<file path="src/rtl/mtd_alu_map.svh">
`ifndef MTD_ALU_MAP_SVH
`define MTD_ALU_MAP_SVH
`define MTD_ACC_W        40
`define MTD_HALF_W       16
`define MTD_PROD_W       32
`define MTD_SHAMT_W      6
`define MTD_WIDE_SHIFT   16
`define MTD_HALF_SHIFT   1
`define MTD_OV_RESET     1'b0
`define MTD_IMM_EXCLUDED 40'h00_0000_0001
`endif

</file>
<file path="src/rtl/mtd_alu_pkg.sv">
package mtd_alu_pkg;
  typedef enum logic [4:0] {
    MTD_OP_NOP      = 5'h00,
    MTD_OP_MAC      = 5'h01,
    MTD_OP_MSU      = 5'h02,
    MTD_OP_MAC_SU   = 5'h03,
    MTD_OP_MAC_UU   = 5'h04,
    MTD_OP_MAC_SH1  = 5'h05,
    MTD_OP_MAC_SH16 = 5'h06,
    MTD_OP_MUL      = 5'h07,
    MTD_OP_ADD      = 5'h08,
    MTD_OP_ADDI     = 5'h09,
    MTD_OP_SUB      = 5'h0A,
    MTD_OP_SUBI     = 5'h0B,
    MTD_OP_SRA      = 5'h0C,
    MTD_OP_SRAI     = 5'h0D,
    MTD_OP_SRL      = 5'h0E,
    MTD_OP_SRLI     = 5'h0F,
    MTD_OP_SLL      = 5'h10,
    MTD_OP_SLLI     = 5'h11
  } mtd_op_t;

  typedef struct packed {
    logic        valid;
    mtd_op_t     op;
    logic [39:0] src_a;
    logic [39:0] src_b;
    logic [15:0] upper_half_operand;
    logic [15:0] upper_half_operand2;
    logic [15:0] lower_half_operand;
    logic [15:0] lower_half_operand2;
    logic [39:0] imm;
    logic [2:0]  dest;
    logic        ldst_req;
  } mtd_req_t;

  typedef struct packed {
    logic        valid;
    logic [2:0]  dest;
    logic [39:0] data;
    logic        ldst_ok;
  } mtd_res_t;
endpackage

</file>
<file path="src/rtl/mtd_alu.sv">
// What this block does
// RQ1: flagged overflow sets the overflow flag
// RQ2: overflow flag is sticky, cleared only by reset
// RQ3: signed high times unsigned low, accumulate
// RQ4: unsigned low times unsigned low, accumulate
// RQ5: accumulator halved then signed product added
// RQ6: accumulator shifted sixteen, overflow untouched
// RQ7: add immediate, flag overflow, one excluded
// RQ8: subtract immediate, flag overflow, one excluded
// RQ9: right shifts by register or immediate
// RQ10: left shift zero fill, flag untouched
// RQ11: register forms allow concurrent load/store
// RQ12: mac, msu, add, sub flag; multiply not
// RQ13: full 32-bit products extended, one cycle
`include "mtd_alu_map.svh"
module mtd_alu
  import mtd_alu_pkg::*;
(
  input  wire logic     core_clk,
  input  wire logic     srst,
  input  wire mtd_req_t req,
  output mtd_res_t      res,
  output logic          overflow_flag,
  output logic          illegal_op
);
  localparam int AW = `MTD_ACC_W;

  mtd_res_t         res_r;
  mtd_res_t         res_nxt;
  logic             ov_r;
  logic             ov_nxt;
  logic             ill_r;
  logic             ill_nxt;
  logic             ov_set;

  // signed overflow of a 40-bit add
  function automatic logic add_ov(input logic [39:0] a, input logic [39:0] b,
                                  input logic [39:0] s);
    add_ov = (a[39] == b[39]) && (s[39] != a[39]);
  endfunction

  function automatic logic sub_ov(input logic [39:0] a, input logic [39:0] b,
                                  input logic [39:0] d);
    sub_ov = (a[39] != b[39]) && (d[39] != a[39]);
  endfunction

  // immediate forms of the dyadic group
  function automatic logic op_imm_form(input mtd_op_t op);
    unique case (op)
      MTD_OP_ADDI: op_imm_form = 1'b1;
      MTD_OP_SUBI: op_imm_form = 1'b1;
      MTD_OP_SRAI: op_imm_form = 1'b1;
      MTD_OP_SRLI: op_imm_form = 1'b1;
      MTD_OP_SLLI: op_imm_form = 1'b1;
      default: op_imm_form = 1'b0;
    endcase
  endfunction

  // only defined operations write a result back
  function automatic logic op_writes_back(input mtd_op_t op);
    unique case (op)
      MTD_OP_MAC, MTD_OP_MSU, MTD_OP_MAC_SU, MTD_OP_MAC_UU: op_writes_back = 1'b1;
      MTD_OP_MAC_SH1, MTD_OP_MAC_SH16, MTD_OP_MUL: op_writes_back = 1'b1;
      MTD_OP_ADD, MTD_OP_ADDI, MTD_OP_SUB, MTD_OP_SUBI: op_writes_back = 1'b1;
      MTD_OP_SRA, MTD_OP_SRAI, MTD_OP_SRL, MTD_OP_SRLI: op_writes_back = 1'b1;
      MTD_OP_SLL, MTD_OP_SLLI: op_writes_back = 1'b1;
      default: op_writes_back = 1'b0;
    endcase
  endfunction

  // add/sub immediate of one, and any immediate form with load/store, are refused
  function automatic logic op_refused(input mtd_req_t q);
    logic one;
    one = (q.imm == `MTD_IMM_EXCLUDED);
    unique case (q.op)
      MTD_OP_ADDI: op_refused = one || q.ldst_req;
      MTD_OP_SUBI: op_refused = one || q.ldst_req;
      MTD_OP_SRAI: op_refused = q.ldst_req;
      MTD_OP_SRLI: op_refused = q.ldst_req;
      MTD_OP_SLLI: op_refused = q.ldst_req;
      default: op_refused = 1'b0;
    endcase
  endfunction

  // extend a product to the accumulator width, signed or not
  function automatic logic [39:0] widen(input logic [32:0] p, input logic sgn);
    widen = sgn ? {{7{p[32]}}, p} : {7'h00, p};
  endfunction

  // shift amount from a low half or immediate, saturated to the width
  function automatic logic [5:0] shamt(input logic [15:0] v);
    shamt = (v > 16'(AW)) ? 6'(AW) : v[5:0];
  endfunction

  logic signed [31:0] p_ss;
  logic signed [32:0] p_su;
  logic        [31:0] p_uu;
  logic        [39:0] prod_ss;
  logic        [39:0] prod_su;
  logic        [39:0] prod_uu;
  logic        [39:0] acc_sh1;
  logic        [39:0] acc_sh16;
  logic        [15:0] amt_src;
  logic        [5:0]  amt;
  logic        [39:0] opnd;
  logic        [39:0] sum;
  logic               ovf;
  logic               flagged;
  logic               is_imm;

  always_comb begin
    // full products extended to the accumulator width
    p_ss = $signed(req.upper_half_operand) * $signed(req.upper_half_operand2); // RQ13
    p_su = $signed(req.upper_half_operand) * $signed({1'b0, req.lower_half_operand}); // RQ3
    p_uu = req.lower_half_operand * req.lower_half_operand2; // RQ4
    prod_ss = widen({p_ss[31], p_ss}, 1'b1); // RQ13
    prod_su = widen(p_su, 1'b1);
    prod_uu = widen({1'b0, p_uu}, 1'b0);
    acc_sh1 = $unsigned($signed(req.src_a) >>> `MTD_HALF_SHIFT); // RQ5
    acc_sh16 = $unsigned($signed(req.src_a) >>> `MTD_WIDE_SHIFT); // RQ6
    is_imm = op_imm_form(req.op);
    amt_src = is_imm ? req.imm[15:0] : req.lower_half_operand;
    amt = shamt(amt_src);
    opnd = 40'h00_0000_0000;
    sum = 40'h00_0000_0000;
    ovf = 1'b0;
    flagged = 1'b0;
    ill_nxt = 1'b0;
    unique case (req.op)
      MTD_OP_MAC: begin
        opnd = prod_ss;
        sum = req.src_a + opnd;
        ovf = add_ov(req.src_a, opnd, sum);
        flagged = 1'b1; // RQ12
      end
      MTD_OP_MSU: begin
        opnd = prod_ss;
        sum = req.src_a - opnd;
        ovf = sub_ov(req.src_a, opnd, sum);
        flagged = 1'b1; // RQ12
      end
      MTD_OP_MAC_SU: begin
        opnd = prod_su;
        sum = req.src_a + opnd; // RQ3
        ovf = add_ov(req.src_a, opnd, sum);
        flagged = 1'b1;
      end
      MTD_OP_MAC_UU: begin
        opnd = prod_uu;
        sum = req.src_a + opnd; // RQ4
        ovf = add_ov(req.src_a, opnd, sum);
        flagged = 1'b1;
      end
      MTD_OP_MAC_SH1: begin
        opnd = prod_ss;
        sum = acc_sh1 + opnd; // RQ5
        ovf = add_ov(acc_sh1, opnd, sum);
        flagged = 1'b1;
      end
      MTD_OP_MAC_SH16: begin
        sum = acc_sh16 + prod_ss; // RQ6
      end
      MTD_OP_MUL: begin
        sum = prod_ss; // RQ12
      end
      MTD_OP_ADD: begin
        sum = req.src_a + req.src_b;
        ovf = add_ov(req.src_a, req.src_b, sum);
        flagged = 1'b1; // RQ12
      end
      MTD_OP_SUB: begin
        sum = req.src_a - req.src_b;
        ovf = sub_ov(req.src_a, req.src_b, sum);
        flagged = 1'b1; // RQ12
      end
      MTD_OP_ADDI: begin
        sum = req.src_a + req.imm; // RQ7
        ovf = add_ov(req.src_a, req.imm, sum);
        flagged = 1'b1;
      end
      MTD_OP_SUBI: begin
        sum = req.src_a - req.imm; // RQ8
        ovf = sub_ov(req.src_a, req.imm, sum);
        flagged = 1'b1;
      end
      MTD_OP_SRA, MTD_OP_SRAI: begin
        sum = $unsigned($signed(req.src_a) >>> amt); // RQ9
      end
      MTD_OP_SRL, MTD_OP_SRLI: begin
        sum = req.src_a >> amt; // RQ9
      end
      MTD_OP_SLL, MTD_OP_SLLI: begin
        sum = req.src_a << amt; // RQ10
      end
      default: begin
        sum = 40'h00_0000_0000;
      end
    endcase
    // immediate forms refuse a concurrent load/store
    ill_nxt = req.valid && op_refused(req); // RQ7 RQ8 RQ11
    // excluded or refused requests do not write back
    res_nxt.valid = req.valid && !ill_nxt && op_writes_back(req.op);
    res_nxt.dest = req.dest;
    res_nxt.data = sum; // RQ13
    res_nxt.ldst_ok = req.valid && req.ldst_req && !is_imm; // RQ11
  end

  // result and refusal registers
  always_ff @(posedge core_clk) begin
    if (srst) begin
      res_r <= '0;
      ill_r <= 1'b0;
    end else begin
      res_r <= res_nxt;
      ill_r <= ill_nxt;
    end
  end

  // overflow group: sticky, only reset clears, reset wins over a set in the same cycle
  always_comb begin
    ov_set = res_nxt.valid && flagged && ovf; // RQ1
    ov_nxt = ov_r | ov_set; // RQ2
  end

  always_ff @(posedge core_clk) begin
    if (srst) begin
      ov_r <= `MTD_OV_RESET;
    end else begin
      ov_r <= ov_nxt;
    end
  end

  assign res = res_r;
  assign overflow_flag = ov_r;
  assign illegal_op = ill_r;
endmodule // mtd_alu

</file>
<file path="config.mk">
export PLATFORM = sky130hd
export DESIGN_NAME = mtd_alu
export DESIGN_NICKNAME = d
export VERILOG_FILES = /design/src/rtl/mtd_alu_pkg.sv /design/src/rtl/mtd_alu.sv
export VERILOG_INCLUDE_DIRS = /design/src /design/src/rtl
export SDC_FILE = /design/constraint.sdc
export NUM_CORES = 2
export LEC_CHECK = 0
export BUFFER_PORTS_ARGS = -buffer_cell sky130_fd_sc_hd__buf_2
export CAP_MARGIN = 40
export CORE_MARGIN = 2
export CORE_UTILIZATION = 40
export CTS_BUF_LIST = sky130_fd_sc_hd__clkbuf_8
export CTS_CLUSTER_SIZE = 20
export DETAILED_ROUTE_END_ITERATION = 8
export HOLD_SLACK_MARGIN = 0.03
export SETUP_SLACK_MARGIN = 0.02
export SLEW_MARGIN = 20
export SYNTH_ARGS = -nofsm -noshare
export SYNTH_HDL_FRONTEND = slang
export SYNTH_SLANG_ARGS = --single-unit
</file>
<file path="constraint.sdc">
create_clock -name core_clk -period 13 [get_ports core_clk]
set_clock_uncertainty 0.1 [all_clocks]
set_input_delay 0.65 -clock core_clk [delete_from_list [all_inputs] [get_ports core_clk]]
set_output_delay 0.65 -clock core_clk [all_outputs]
set_load 0.005 [all_outputs]
</file>
==> out/results.txt <==
The initial utilization of the core area, before any placement, comes to 40.3%. In the synthesized netlist, the number of instances is 7729. The worst-case headroom to the max-slew limit is 24.5%. The chip height came out at 385 µm. STA classifies the critical path endpoint as a flop. The synthesized netlist devotes 23.7% of its cell area to compound gates. The first TritonRoute pass finished after 9 iterations.

The tools report the root buffer cell as clkbuf_8. The count of pins over their slew limit was 0; the number of placement rows was 139. Counting distinct cell types in the post-synthesis netlist gives 117. TritonCTS built the clock tree. The run gives 0 as the leftover overflow at the end of global routing.

The horizontal die dimension came out at 385 µm. The worst hold-check path type was primary input to flop. The maximum root-to-sink buffer count is 2, and the cell count of the worst reg-to-reg path is 4. Setup violations remaining at the end of the flow were counted as 0. In the routed design, unresolved DRC markers number 21.

The most numerous cell type found on the critical path is fa_1. The area share of and/or/nand/nor cells after synthesis is 19.5%. At the worst endpoint, the arrival time is 11.90 ns. The final layout contains routed wiring with a total length of 306000 µm.

Post-CTS timing repair inserted 0 buffers for setup. The biggest area contributor in the post-synthesis netlist is fa_1. At the later pin of the worst-skew pair, clock insertion delay measures 0.40 ns. The clock buffer count from CTS was 5. Across all layers, the routed design uses 61.3k vias. For this design, the sink count on the clock tree is 47. The number of gates resized after CTS was 0. The H-tree was split into 2 levels. In this run the worst setup path terminates at res[37]. In this run, synthesis produced a sequential element count of 47. The startpoint of the most critical setup path was req[103]. The tools report the final estimated routing congestion in global placement as 1.10.

The count of flip-flops with a built-in enable after synthesis was 0. The tools report the overall die area as 148000 µm². Ranked by total cell area, the synthesized netlist is headed by fa_1 (24%), ha_1 (14%), inv_1 (7.2%). The slowest stage of the critical path belongs to the cell ha_1.

The routed via count divided by cell count was 6.35; the required time at the endpoint of the critical path was 13.20 ns. After synthesis the cells add up to 57900 µm². The final reports fail on DRC. The destination of the worst register-to-register timing path was overflow_flag. The number of nets in the layout was 9273; the final routed wire length divided by cell count was 31.7 µm. The pin count of the biggest net entering global routing is 69.

For flop-to-flop paths, the worst setup slack is 11.32 ns. Derived from the worst setup path, the maximum achievable clock frequency is 85.5 MHz. The HPWL after detailed placement is 248000 µm. Setup repair after global routing left no endpoint under its margin. For the finished layout, the period the worst path requires is 11.70 ns. The launching element type of the critical path is a primary input.

After the first detailed-routing iteration, the DRC count stood at 7457. The worst setup path is of the primary input to flop kind. Buffers inserted to repair hold after CTS numbered 0.

The sequential-to-total area share from yosys stat is 1.62%, and the mux contribution to synthesized area is 2.36%. The post-synthesis share of cell area spent on full adders, half adders and majority gates is 38.0%, and the final count of hold timing violations is 0. Cells with a size suffix above 1 make up 7.71% of the layout. The first-pass GRT wire length came out at 433000 µm.

The async set or reset register ratio after synthesis was 0%. The tools report the count of warnings emitted by yosys as 0. Of the post-synthesis cell area, the dominant cell type holds 23.9%.

After clock tree synthesis, the clock-pin slew on the worst setup and hold paths is 0.16 ns. The synthesized area per cell is 7.50 µm². Dividing the final minimum period by the clock period gives 90.0%. The initial antenna violation count came out at 40. Aggregate global-route resource usage: 40.6%.

Relative to the synthesized area, the layout overhead comes to 5.92%. The area inside the core boundary is 144000 µm². In the synthesized netlist the dominant register cell turns out to be dfxtp_1. After synthesis, the largest family of logic cells by area is adder cells. Across the run, the number of max-cap violations was 0. The flow ran to the end, but the final reports show violations. The run gives 0 as the number of antenna-violating nets in the routed design. The XOR/XNOR share of the synthesized area is 4.25%, and the top-level port count is 243. The number of global-route vias before repair was 58.8k; the number of buffers added on ports was 242. The worst register-to-register path begins at overflow_flag. For the pin with the worst max-slew slack, the measured transition is 1.13 ns.

Of all nets on the critical path, the largest fanout is 32. The total negative slack for setup checks is 0 ns, and the synthesized net count is 9269. In this design, the stage delay of the slowest critical-path cell is 0.88 ns.
[per-stage QoR]
| stage | hold WS [ns] | instance area (µm²) | utilization, % | setup WS [ns] | cells |
|---|---|---|---|---|---|
| finish | 0.339 | 61400 | 42.7 | 1.30 | 9660 |
| global route | 0.331 | 61300 | 42.7 | 0.857 | 9637 |
| CTS | 0.326 | 61300 | 42.6 | 1.62 | 9631 |
| detailed placement | 0.609 | 61200 | 42.6 | 1.18 | 9623 |
| global placement | 0.596 | 60900 | 42.4 | 1.12 | 9587 |
| floorplan | 0.410 | 57900 | - | 3.64 | 7729 |
[logic make-up (layout without fill, tap and decap cells)]
family,after synthesis,count (layout)
multiplexers,126,126
other,0,23
adder cells (fa/ha/maj),1344,1344
AND/OR/NAND/NOR,2334,2334
XOR/XNOR,281,281
buffers and inverters,1560,1565
AO/OA/AOI/OAI,2037,2037
flip-flops,47,47
[critical path: cells and delay by family]
family          cells  cell delay (ns)
simple gates        3             0.46
compound gates     14             4.55
buf+inv             7             1.38
fa+ha+maj           8             4.24
mux                 1             0.33
xor+xnor            1             0.22
[area by class of cell]
cell class | count | area, µm²
Fill cell | 15000 | 82300
Timing Repair Buffer | 439 | 2680
Multi-Input combinational cell | 6122 | 51000
Tap cell | 1903 | 2380
Clock buffer | 5 | 68.8
Antenna cell | 23 | 57.6
Inverter | 1118 | 4200
Clock inverter | 3 | 28.8
Sequential cell | 47 | 941
[cell usage in the layout, fill, tap and decap left out, drive strengths merged, types with 30 or more instances in the layout]
master	n
nor2b	65
inv	1118
xor2	73
nor2	477
or3	38
buf	434
and2	356
nand2	801
o21bai	71
a211oi	97
nand2b	82
dfxtp	47
o31ai	62
mux2i	95
o21a	53
o2111ai	31
a21oi	547
o21ai	345
o221ai	42
nand4	61
a22oi	40
nand3	147
nor3	130
a21o	145
a221o	30
ha	653
and3	49
nor4	49
a221oi	48
o22ai	74
a31oi	80
xnor2	208
a2111oi	35
o211ai	77
fa	691
[cells in the mapped netlist (74+ instances only)]
master,number
ha_1,653
a31oi_1,77
o21ai_0,325
nor2_1,472
nand2b_1,82
nor3_1,125
and2_1,356
o211ai_1,77
clkbuf_1,349
nand2_1,799
a211oi_1,95
o22ai_1,74
a21o_1,144
inv_1,1115
mux2i_1,93
fa_1,691
xnor2_1,208
nand3_1,143
a21oi_1,544
[per-layer routing]
| layer | part of all wire [%] | global-route usage, % | up-vias |
|---|---|---|---|
| met4 | 7.6 | 24.5 | 24 |
| met3 | 10 | 9.28 | 817 |
| met5 | 0.049 | 0 | - |
| met2 | 42 | 60.5 | 3440 |
| li1 | - | - | 26400 |
| met1 | 40 | 53.3 | 30600 |
[state kept, by name, indices dropped and copies added (netlist names)]
signal / cells
res: 45
illegal_op: 1
overflow_flag: 1
[worst min path at each step]
stage	start	endpoint	slack [ns]	cells after the start
after floorplan	overflow_flag	overflow_flag	0.41	2
after global placement	overflow_flag	overflow_flag	0.60	2
after detailed placement	overflow_flag	overflow_flag	0.61	2
after CTS	req[2]	res[42]	0.33	2
after global routing	req[2]	res[42]	0.33	2
final	req[2]	res[42]	0.34	2
Power is not shown: default switching activity piles up to over one toggle a cycle in this logic, so the estimate is an artifact.
